[src/rtl/hcsr_pkg.sv]
// Constants shared by the hub configuration and string register slice.
// Assumes one hub clock and byte-wide register accesses from EEPROM load or SMBus.
package hcsr_pkg;

  // ----------------------------------------
  // Register map
  // ----------------------------------------
  localparam logic [7:0] FEAT_ADDR   = 8'h25;
  localparam logic [7:0] MASK_ADDR   = 8'h26;
  localparam logic [7:0] SER_BASE    = 8'h30;
  localparam logic [7:0] SER_LAST    = 8'h4f;
  localparam logic [7:0] MFG_BASE    = 8'h50;
  localparam logic [7:0] MFG_LAST    = 8'h8f;
  localparam int         SER_BYTES   = 32;
  localparam int         MFG_BYTES   = 64;

  // ----------------------------------------
  // Feature configuration byte fields
  // ----------------------------------------
  localparam int         FEAT_LEGACY_BIT  = 4;
  localparam int         FEAT_SLOW_BIT    = 2;
  localparam int         FEAT_NOCOMPAT_BIT = 1;
  localparam int         FEAT_FULLDIV_BIT = 0;
  localparam logic [7:0] FEAT_WMASK       = 8'h17;
  localparam logic [7:0] FEAT_RESET       = 8'h00;

  // ----------------------------------------
  // Port mask byte fields and manufacturer string reset byte
  // ----------------------------------------
  localparam logic [7:0] MASK_WMASK = 8'h0f;
  localparam logic [3:0] MASK_RESET = 4'h0;
  localparam logic [7:0] MFG_RESET  = 8'h00;

  // ----------------------------------------
  // String descriptors
  // ----------------------------------------
  localparam logic [7:0] SER_INDEX   = 8'h01;
  localparam logic [7:0] MFG_INDEX   = 8'h03;
  localparam logic [6:0] MFG_MAX_LEN = 7'h40;
  localparam logic [6:0] SER_LEN     = 7'h20;

  // Factory serial default: UTF-16LE digits, value arbitrary
  function automatic logic [7:0] ser_default(input int idx);
    ser_default = idx[0] ? 8'h00 : (8'h30 + 8'((idx / 2) % 10));
  endfunction

  // ----------------------------------------
  // Charging attempt sequence, Gray along the full path CHG_IDLE to CHG_DCP with no mode skipped
  // ----------------------------------------
  typedef enum logic [2:0] {
    CHG_IDLE   = 3'h0,
    CHG_ACP3   = 3'h1,
    CHG_ACP2   = 3'h3,
    CHG_ACP1   = 3'h2,
    CHG_COMPAT = 3'h6,
    CHG_DCP    = 3'h7
  } hcsr_chg_t;

endpackage

[src/rtl/hcsr_charge_seq.sv]
// Automatic charging-mode attempt sequencer shared by the charging ports.
// Assumes the port logic pulses advance_i when the present mode fails.
`timescale 1ns/1ps
`default_nettype none
module hcsr_charge_seq (
  // Clock and reset
  input  wire logic               clk_i,
  input  wire logic               rst_i,
  // Control
  input  wire logic               auto_en_i,
  input  wire logic               full_div_i,
  input  wire logic               no_compat_i,
  input  wire logic               advance_i,
  // Mode
  output hcsr_pkg::hcsr_chg_t     mode_o
);

  hcsr_pkg::hcsr_chg_t mode_q;
  hcsr_pkg::hcsr_chg_t after_div;

  // Vendor compatible mode is skipped when excluded
  assign after_div = no_compat_i ? hcsr_pkg::CHG_DCP : hcsr_pkg::CHG_COMPAT;

  always_ff @(posedge clk_i) begin
    if (rst_i || !auto_en_i) begin
      mode_q <= hcsr_pkg::CHG_IDLE;
    end else begin
      unique case (mode_q)
        hcsr_pkg::CHG_IDLE:   mode_q <= full_div_i ? hcsr_pkg::CHG_ACP3 : after_div;
        hcsr_pkg::CHG_ACP3:   if (advance_i) mode_q <= hcsr_pkg::CHG_ACP2;
        hcsr_pkg::CHG_ACP2:   if (advance_i) mode_q <= hcsr_pkg::CHG_ACP1;
        hcsr_pkg::CHG_ACP1:   if (advance_i) mode_q <= after_div;
        hcsr_pkg::CHG_COMPAT: if (advance_i) mode_q <= hcsr_pkg::CHG_DCP;
        hcsr_pkg::CHG_DCP:    mode_q <= hcsr_pkg::CHG_DCP;
        default:              mode_q <= hcsr_pkg::CHG_IDLE;
      endcase
    end
  end

  assign mode_o = mode_q;

endmodule
`default_nettype wire

[src/rtl/hcsr_string_store.sv]
// Byte arrays behind the serial-number and manufacturer string registers.
// Assumes write gating is done by the caller; read ports are combinational.
`timescale 1ns/1ps
`default_nettype none
module hcsr_string_store (
  // Clock and reset
  input  wire logic       clk_i,
  input  wire logic       rst_i,
  // Write port
  input  wire logic       ser_we_i,
  input  wire logic       mfg_we_i,
  input  wire logic [5:0] widx_i,
  input  wire logic [7:0] wdata_i,
  // Register read port
  input  wire logic       reg_mfg_i,
  input  wire logic [5:0] reg_idx_i,
  output logic      [7:0] reg_byte_o,
  // Descriptor read port
  input  wire logic       desc_mfg_i,
  input  wire logic [5:0] desc_idx_i,
  output logic      [7:0] desc_byte_o
);

  logic [7:0] ser_q [hcsr_pkg::SER_BYTES];
  logic [7:0] mfg_q [hcsr_pkg::MFG_BYTES];

  always_ff @(posedge clk_i) begin
    if (rst_i) begin
      for (int i = 0; i < hcsr_pkg::SER_BYTES; i++) begin
        ser_q[i] <= hcsr_pkg::ser_default(i);
      end
    end else if (ser_we_i) begin
      ser_q[widx_i[4:0]] <= wdata_i;
    end
  end

  always_ff @(posedge clk_i) begin
    if (rst_i) begin
      for (int i = 0; i < hcsr_pkg::MFG_BYTES; i++) begin
        mfg_q[i] <= hcsr_pkg::MFG_RESET;
      end
    end else if (mfg_we_i) begin
      mfg_q[widx_i] <= wdata_i;
    end
  end

  assign reg_byte_o  = reg_mfg_i ? mfg_q[reg_idx_i] : ser_q[reg_idx_i[4:0]];
  assign desc_byte_o = desc_mfg_i ? mfg_q[desc_idx_i] : ser_q[desc_idx_i[4:0]];

endmodule
`default_nettype wire

[src/rtl/hcsr_top.sv]
// Hub feature configuration, per-port legacy mask and string register slice.
// Assumes byte accesses on the hub clock; fuse inputs are asynchronous straps,
// unlock bits and string length come from other registers on the same clock.
`timescale 1ns/1ps
`default_nettype none
module hcsr_top (
  // Clock and reset
  input  wire logic       clk_i,
  input  wire logic       rst_i,
  // Register access from EEPROM loader or SMBus host
  input  wire logic       reg_wr_i,
  input  wire logic       reg_rd_i,
  input  wire logic [7:0] reg_addr_i,
  input  wire logic [7:0] reg_wdata_i,
  output logic      [7:0] reg_rdata_o,
  output logic            reg_rvalid_o,
  // Settings held in other registers
  input  wire logic       port_custom_unlock_i,
  input  wire logic       serial_custom_unlock_i,
  input  wire logic [6:0] maker_text_length_i,
  input  wire logic [3:0] port_used_i,
  // Fuse straps
  input  wire logic       fuse_legacy_speed_i,
  input  wire logic       fuse_slow_rate_i,
  input  wire logic       fuse_no_compat_i,
  input  wire logic       fuse_full_div_i,
  // String descriptor fetch
  input  wire logic       desc_rd_i,
  input  wire logic [7:0] desc_index_i,
  input  wire logic [6:0] desc_offset_i,
  output logic      [7:0] desc_byte_o,
  output logic      [6:0] desc_len_o,
  output logic            desc_hit_o,
  output logic            desc_valid_o,
  // Charging control
  input  wire logic       charge_auto_i,
  input  wire logic       charge_advance_i,
  output logic      [2:0] charge_mode_o,
  // Hub behaviour
  output logic            hub_legacy_speed_force_o,
  output logic            ss_speed_advertise_o,
  output logic            usb3_hub_enable_o,
  output logic            two_wire_slow_rate_o,
  output logic            eeprom_slow_rate_o,
  output logic            full_divider_auto_o,
  output logic      [3:0] port_legacy_mask_o,
  output logic      [3:0] port_usb3_enable_o,
  output logic      [3:0] port_usb2_enable_o
);

  // ----------------------------------------
  // Address decode
  // ----------------------------------------
  function automatic logic in_range(input logic [7:0] a, input logic [7:0] lo, input logic [7:0] hi);
    in_range = (a >= lo) && (a <= hi);
  endfunction

  logic       hit_ser;
  logic       hit_mfg;
  logic [7:0] ser_off;
  logic [7:0] mfg_off;
  logic [5:0] str_idx;

  assign hit_ser = in_range(reg_addr_i, hcsr_pkg::SER_BASE, hcsr_pkg::SER_LAST);
  assign hit_mfg = in_range(reg_addr_i, hcsr_pkg::MFG_BASE, hcsr_pkg::MFG_LAST);
  assign ser_off = reg_addr_i - hcsr_pkg::SER_BASE;
  assign mfg_off = reg_addr_i - hcsr_pkg::MFG_BASE;
  assign str_idx = hit_mfg ? mfg_off[5:0] : ser_off[5:0];

  // ----------------------------------------
  // Fuse synchronisers
  // ----------------------------------------
  // Straps are asynchronous to the hub clock; two stages before use
  logic [3:0] fuse_meta_q;
  logic [3:0] fuse_q;

  always_ff @(posedge clk_i) begin
    if (rst_i) begin
      fuse_meta_q <= 4'h0;
      fuse_q      <= 4'h0;
    end else begin
      fuse_meta_q <= {fuse_legacy_speed_i, fuse_slow_rate_i, fuse_no_compat_i, fuse_full_div_i};
      fuse_q      <= fuse_meta_q;
    end
  end

  // ----------------------------------------
  // Feature configuration byte
  // ----------------------------------------
  logic [7:0] feat_q;
  logic [7:0] feat_eff;

  always_ff @(posedge clk_i) begin
    if (rst_i) begin
      feat_q <= hcsr_pkg::FEAT_RESET;
    end else if (reg_wr_i && reg_addr_i == hcsr_pkg::FEAT_ADDR) begin
      feat_q <= reg_wdata_i & hcsr_pkg::FEAT_WMASK;
    end
  end

  // Written bit ORed with its fuse for reading and for every effect but the EEPROM slow rate, which takes the fuse alone
  always_comb begin
    feat_eff = feat_q;
    feat_eff[hcsr_pkg::FEAT_LEGACY_BIT]   = feat_q[hcsr_pkg::FEAT_LEGACY_BIT] | fuse_q[3];
    feat_eff[hcsr_pkg::FEAT_SLOW_BIT]     = feat_q[hcsr_pkg::FEAT_SLOW_BIT] | fuse_q[2];
    feat_eff[hcsr_pkg::FEAT_NOCOMPAT_BIT] = feat_q[hcsr_pkg::FEAT_NOCOMPAT_BIT] | fuse_q[1];
    feat_eff[hcsr_pkg::FEAT_FULLDIV_BIT]  = feat_q[hcsr_pkg::FEAT_FULLDIV_BIT] | fuse_q[0];
  end

  // ----------------------------------------
  // Port legacy mask
  // ----------------------------------------
  logic [3:0] mask_q;

  always_ff @(posedge clk_i) begin
    if (rst_i) begin
      mask_q <= hcsr_pkg::MASK_RESET;
    end else if (reg_wr_i && reg_addr_i == hcsr_pkg::MASK_ADDR && port_custom_unlock_i) begin
      mask_q <= reg_wdata_i[3:0];
    end
  end

  // ----------------------------------------
  // String arrays
  // ----------------------------------------
  logic       ser_we;
  logic       mfg_we;
  logic [7:0] store_reg_byte;
  logic [7:0] store_desc_byte;
  logic       desc_is_mfg;
  logic       desc_is_ser;
  logic [6:0] mfg_len;

  // Locked serial bytes silently drop the write
  assign ser_we = reg_wr_i && hit_ser && serial_custom_unlock_i;
  assign mfg_we = reg_wr_i && hit_mfg;

  hcsr_string_store u_store (
    .clk_i       (clk_i),
    .rst_i       (rst_i),
    .ser_we_i    (ser_we),
    .mfg_we_i    (mfg_we),
    .widx_i      (str_idx),
    .wdata_i     (reg_wdata_i),
    .reg_mfg_i   (hit_mfg),
    .reg_idx_i   (str_idx),
    .reg_byte_o  (store_reg_byte),
    .desc_mfg_i  (desc_is_mfg),
    .desc_idx_i  (desc_offset_i[5:0]),
    .desc_byte_o (store_desc_byte)
  );

  // ----------------------------------------
  // Register read
  // ----------------------------------------
  // Unmapped addresses read as zero so a loader scan never sees stale data
  always_ff @(posedge clk_i) begin
    if (rst_i) begin
      reg_rdata_o  <= 8'h00;
      reg_rvalid_o <= 1'b0;
    end else begin
      reg_rvalid_o <= reg_rd_i;
      if (!reg_rd_i) begin
        reg_rdata_o <= 8'h00;
      end else if (reg_addr_i == hcsr_pkg::FEAT_ADDR) begin
        reg_rdata_o <= feat_eff & hcsr_pkg::FEAT_WMASK;
      end else if (reg_addr_i == hcsr_pkg::MASK_ADDR) begin
        reg_rdata_o <= {4'h0, mask_q};
      end else if (hit_ser || hit_mfg) begin
        reg_rdata_o <= store_reg_byte;
      end else begin
        reg_rdata_o <= 8'h00;
      end
    end
  end

  // ----------------------------------------
  // String descriptor fetch
  // ----------------------------------------
  // Length above the array size is clamped rather than reading past it
  assign mfg_len     = (maker_text_length_i > hcsr_pkg::MFG_MAX_LEN) ?
                       hcsr_pkg::MFG_MAX_LEN : maker_text_length_i;
  assign desc_is_ser = desc_index_i == hcsr_pkg::SER_INDEX;
  assign desc_is_mfg = desc_index_i == hcsr_pkg::MFG_INDEX && mfg_len != 7'h00;

  always_ff @(posedge clk_i) begin
    if (rst_i) begin
      desc_valid_o <= 1'b0;
      desc_hit_o   <= 1'b0;
      desc_byte_o  <= 8'h00;
      desc_len_o   <= 7'h00;
    end else begin
      desc_valid_o <= desc_rd_i;
      if (desc_rd_i && desc_is_ser) begin
        desc_len_o  <= hcsr_pkg::SER_LEN;
        desc_hit_o  <= desc_offset_i < hcsr_pkg::SER_LEN;
        desc_byte_o <= (desc_offset_i < hcsr_pkg::SER_LEN) ? store_desc_byte : 8'h00;
      end else if (desc_rd_i && desc_is_mfg) begin
        desc_len_o  <= mfg_len;
        desc_hit_o  <= desc_offset_i < mfg_len;
        desc_byte_o <= (desc_offset_i < mfg_len) ? store_desc_byte : 8'h00;
      end else begin
        desc_len_o  <= 7'h00;
        desc_hit_o  <= 1'b0;
        desc_byte_o <= 8'h00;
      end
    end
  end

  // ----------------------------------------
  // Charging sequence
  // ----------------------------------------
  hcsr_pkg::hcsr_chg_t chg_mode;

  hcsr_charge_seq u_seq (
    .clk_i       (clk_i),
    .rst_i       (rst_i),
    .auto_en_i   (charge_auto_i),
    .full_div_i  (feat_eff[hcsr_pkg::FEAT_FULLDIV_BIT]),
    .no_compat_i (feat_eff[hcsr_pkg::FEAT_NOCOMPAT_BIT]),
    .advance_i   (charge_advance_i),
    .mode_o      (chg_mode)
  );

  // ----------------------------------------
  // Behaviour outputs
  // ----------------------------------------
  always_ff @(posedge clk_i) begin
    if (rst_i) begin
      charge_mode_o            <= 3'h0;
      hub_legacy_speed_force_o <= 1'b0;
      ss_speed_advertise_o     <= 1'b1;
      usb3_hub_enable_o        <= 1'b1;
      two_wire_slow_rate_o     <= 1'b0;
      eeprom_slow_rate_o       <= 1'b0;
      full_divider_auto_o      <= 1'b0;
      port_legacy_mask_o       <= 4'h0;
      port_usb3_enable_o       <= 4'h0;
      port_usb2_enable_o       <= 4'h0;
    end else begin
      charge_mode_o            <= chg_mode;
      hub_legacy_speed_force_o <= feat_eff[hcsr_pkg::FEAT_LEGACY_BIT];
      ss_speed_advertise_o     <= !feat_eff[hcsr_pkg::FEAT_LEGACY_BIT];
      usb3_hub_enable_o        <= !feat_eff[hcsr_pkg::FEAT_LEGACY_BIT];
      two_wire_slow_rate_o     <= feat_eff[hcsr_pkg::FEAT_SLOW_BIT];
      eeprom_slow_rate_o       <= fuse_q[2];
      full_divider_auto_o      <= feat_eff[hcsr_pkg::FEAT_FULLDIV_BIT];
      port_legacy_mask_o       <= mask_q;
      // A masked port keeps legacy speed even if the used setting says otherwise
      port_usb3_enable_o       <= port_used_i & ~mask_q
                                  & {4{!feat_eff[hcsr_pkg::FEAT_LEGACY_BIT]}};
      port_usb2_enable_o       <= port_used_i | mask_q;
    end
  end
endmodule
`default_nettype wire

[config.mk]
export PLATFORM = sky130hd
export DESIGN_NAME = hcsr_top
export DESIGN_NICKNAME = d
export VERILOG_FILES = /design/src/rtl/hcsr_pkg.sv /design/src/rtl/hcsr_charge_seq.sv /design/src/rtl/hcsr_string_store.sv /design/src/rtl/hcsr_top.sv
export SDC_FILE = /design/constraint.sdc
export NUM_CORES = 2
export LEC_CHECK = 0
export ABC_AREA = 1
export BUFFER_PORTS_ARGS = -buffer_cell sky130_fd_sc_hd__buf_4
export CAP_MARGIN = 20
export CORE_MARGIN = 2
export CORE_UTILIZATION = 35
export DETAILED_ROUTE_END_ITERATION = 10
export PLACE_DENSITY = 0.54
export REMOVE_ABC_BUFFERS = 1
export SYNTH_ARGS = -nofsm -noshare
export SYNTH_HDL_FRONTEND = slang
export SYNTH_SLANG_ARGS = --single-unit
[constraint.sdc]
create_clock -name clk_i -period 4.6 [get_ports clk_i]
set_input_delay 0.69 -clock clk_i [delete_from_list [all_inputs] [get_ports clk_i]]
set_output_delay 0.69 -clock clk_i [all_outputs]
set_load 0.1 [all_outputs]
==> summary.txt <==
Power
  • Worst vdd ir: 0.262 mV
  • Internal: 13,600 uW
  • Power per Cell Area: 379 mW/mm2
  • Comb power frac: 12.5%
  • Sw Pwr: 5390 uW
  • Sw frac: 28.4%
  • Clk pwr share: 40.9%
  • Register share of total power: 46.6%
  • P_leak: 0.0208 uW

Clock network
  • CTS tree: built
  • # hold bufs at CTS: 0
  • H-tree Lvls: 3
  • Post-CTS sizing: 0
  • Worst-path clk slew: 60 ps
  • Post-CTS setup buffer count: 0
  • Later-pin clock latency in the skew report: 720 ps
  • CTS sink cnt: 833
  • CTS root buf: clkbuf_16
  • Longest Clk Path Bufs: 3
  • CTS Buf Count: 96

Floorplanning
  • Die height: 360 um
  • Die width: 360 um
  • IO Pins: 102
  • CORE AREA: 0.126 mm2
  • Initial Util: 35.3%
  • Rows: 130
  • Total Die Area: 0.130 mm2

Timing
  • Setup_tns: 0 ps
  • Hold Violations, Final: 0
  • Slew @ Worst Pin: 1070 ps
  • RSZ-0062 raised after global routing: false
  • Crit path time final: 3310 ps
  • Final Cycle Share: 71.9%
  • Rel. slew slack: 28.1%
  • Clk_skew: 28.6 ps
  • Final setup fails: 0
  • Max Fclk: 302 MHz
  • Fin. max-slew vios: 0
  • Worst Slack Setup Final: 1290 ps

Place
  • I/O Buffers: 101
  • Hpwl dp: 118 mm
  • Placement Setup Slack: 779 ps
  • Placer Congestion: 0.941

Routing
  • Via-to-Cell Ratio: 5.61
  • DRT Pass-1 Iters: 6
  • Remaining design rule violation count: 0
  • DR vias: 40,519
  • Routed WL per cell: 25.0 um
  • ANT nets after route: 0
  • Initial DRC Count: 5,667
  • Final WL: 181 mm

Worst setup path
  • Slowest cell on crit path: nor3_2
  • CP peak stage delay: 870 ps
  • R2R cell count: 9
  • R2R Setup Slk: 2500 ps
  • CP Capture Type: flip-flop
  • CP top delay family: simple AND/OR/NAND/NOR gates
  • Critical path origin: rst_i
  • Worst-path maximum fanout: 35
  • Most frequent CP cell: nand2_1
  • Cells along the critical path: buf_4 > nor2_1 > nand3_1 > nor3_2 > nand2_1 > nand2_1
  • Startpoint Class: input port
  • Levels on crit path: 6
  • Buf/Inv on CP: 1
  • Crit path kind: input port to flip-flop
  • Critical R2R Launch: u_store.mfg_q[6][7]
  • Req. time, crit path: 4940 ps
  • WP data arrival: 3650 ps
  • R2r endpoint: desc_byte_o[7]
  • Crit path capture: u_store.ser_q[1][4]

Worst hold path
  • Hold Crit Class: input port to flip-flop
  • WHS Path Cells: 3

Global route
  • Number of global-route vias before repair: 38,100
  • Met3 Use GR: 4.11%
  • Busiest grt layer: met2
  • First-pass GRT wire length: 262 mm
  • Global Route Usage Sum: 27.1%
  • Grt ovf: 0
  • Global Route met1 Usage: 36.7%
  • Largest net degree at the start of global routing: 120
  • GR Util met2: 43.1%
  • Initial antenna violation count: 2

Yosys
  • Number of synthesized flops with an enable pin: 768
  • Leading area contributor after synthesis: edfxtp_1
  • Synth async-reset ratio: 0%
  • Post-synth top cells: nand2_1 (1,494), nor2_1 (1,204), edfxtp_1 (768)
  • Post-synthesis register bit count: 833
  • Synth area leaders: edfxtp_1 (52%), nand2_1 (13%), nor2_1 (10%)
  • Main synth FF type: edfxtp_1
  • Synth warn: 0
  • Synth top area share: 51.9%
  • Most common cell in the synthesized netlist: nand2_1
  • Synthesized area: 0.0445 mm2
  • Synth cell types: 38
  • Syn_area_per_cell: 7.99 um2
  • Sequential share of the synthesized area: 54.8%
  • Syn Inst Count: 5,563

Finish
  • Diode count: 0
  • Final Net Count: 5,558
  • Share of cells above drive strength 1: 7.91%
  • Area Growth Syn to Fin: 12.9%

Outcome
  • Status: finished clean

Flow run
  • Max cap viols: 0
area by class of cell:
cell class | instances | area (um2)
fill | 12735 | 75700
sequential | 833 | 24400
multi-input combinational | 3985 | 17300
clock buffer | 115 | 2540
tap | 1650 | 2060
timing repair buffer | 211 | 1950
inverter | 366 | 1410
clock inverter | 67 | 594
flip-flops by register name (all words and copies together), names as in the netlist, 7 cells and up:
name,flops
reg_rdata_o,8
desc_byte_o,8
u_store.mfg_q,512
desc_len_o,7
u_store.ser_q,256
worst min path at each step:
stage | start | endpoint | slack (ps)
after detailed placement | fuse_meta_q[1] | fuse_q[1] | 390
after global routing | fuse_slow_rate_i | fuse_meta_q[2] | 180
after CTS | fuse_slow_rate_i | fuse_meta_q[2] | 160
after floorplan | fuse_meta_q[0] | fuse_q[0] | 390
after global placement | fuse_meta_q[3] | fuse_q[3] | 390
final | fuse_slow_rate_i | fuse_meta_q[2] | 190
metal layers:
metal  share of wire, %  up-vias
li1                   -    18190
met1                 41    19576
met2                 45     2324
met3                8.9      427
met4                4.8        2
met5             0.0072        -
logic make-up (layout without fill, tap and decap cells):
kind of cell / count (synthesis) / in the layout / synth area share (%)
buf+inv: 745 / 759 / 6.51
compound gates: 586 / 586 / 7.49
simple gates: 3389 / 3389 / 30.9
flops: 833 / 833 / 54.8
fa+ha+maj: 10 / 10 / 0.281
worst register-to-register path, stage by stage (launching register included):
cell,delay [ps]
edfxtp_1,380
or2_2,280
nand3_1,80
nand2_1,70
nand2_1,80
nand3_1,150
nand3_1,210
nand3_1,290
nand3_1,270
a21oi_1,140
power groups by stage:
| stage | Clock (uW) | Combinational [uW] | Sequential, uW |
|---|---|---|---|
| 6_report | 7770 | 2370 | 8860 |
| 5_1_grt | 8110 | 2520 | 8880 |
| 4_1_cts | 7820 | 2310 | 8850 |
| 3_5_place_dp | 0 | 2300 | 9000 |
| 3_3_place_gp | 0 | 2300 | 9000 |
| 2_1_floorplan | 0 | 1180 | 8980 |
cell usage in the layout, fill, tap and decap left out, types with 4 or more instances in the layout:
cell	n
nand2_1	1490
nor2_1	1195
edfxtp_1	768
nand3_1	611
inv_1	343
o21ai_0	239
buf_4	181
a21oi_1	176
clkbuf_16	98
a22oi_1	70
dfxtp_1	65
o211ai_1	48
nand2_2	31
o22ai_1	28
buf_12	28
clkinv_2	24
nand4_1	24
clkinv_1	19
clkbuf_1	14
ha_1	10
clkinvlp_4	10
inv_2	9
inv_4	9
nor2_2	8
o21bai_1	8
bufinv_16	8
o21a_1	7
nand2_4	5
inv_6	5
nor3_4	4
nor3_2	4
nor4_1	4
metrics by stage:
| step | instances | hold slack, ps | power (uW) | area (um2) | util (%) |
|---|---|---|---|---|---|
| after global placement | 7045 | 392 | 11300 | 47100 | 37.4 |
| after floorplan | 5184 | 388 | 10200 | 42900 | - |
| after detailed placement | 7045 | 392 | 11300 | 47100 | 37.4 |
| after global routing | 7227 | 182 | 19500 | 50200 | 39.9 |
| final | 7227 | 193 | 19000 | 50200 | 39.9 |
| after CTS | 7227 | 165 | 19000 | 50200 | 39.9 |
(Power assumes the default switching activity.)
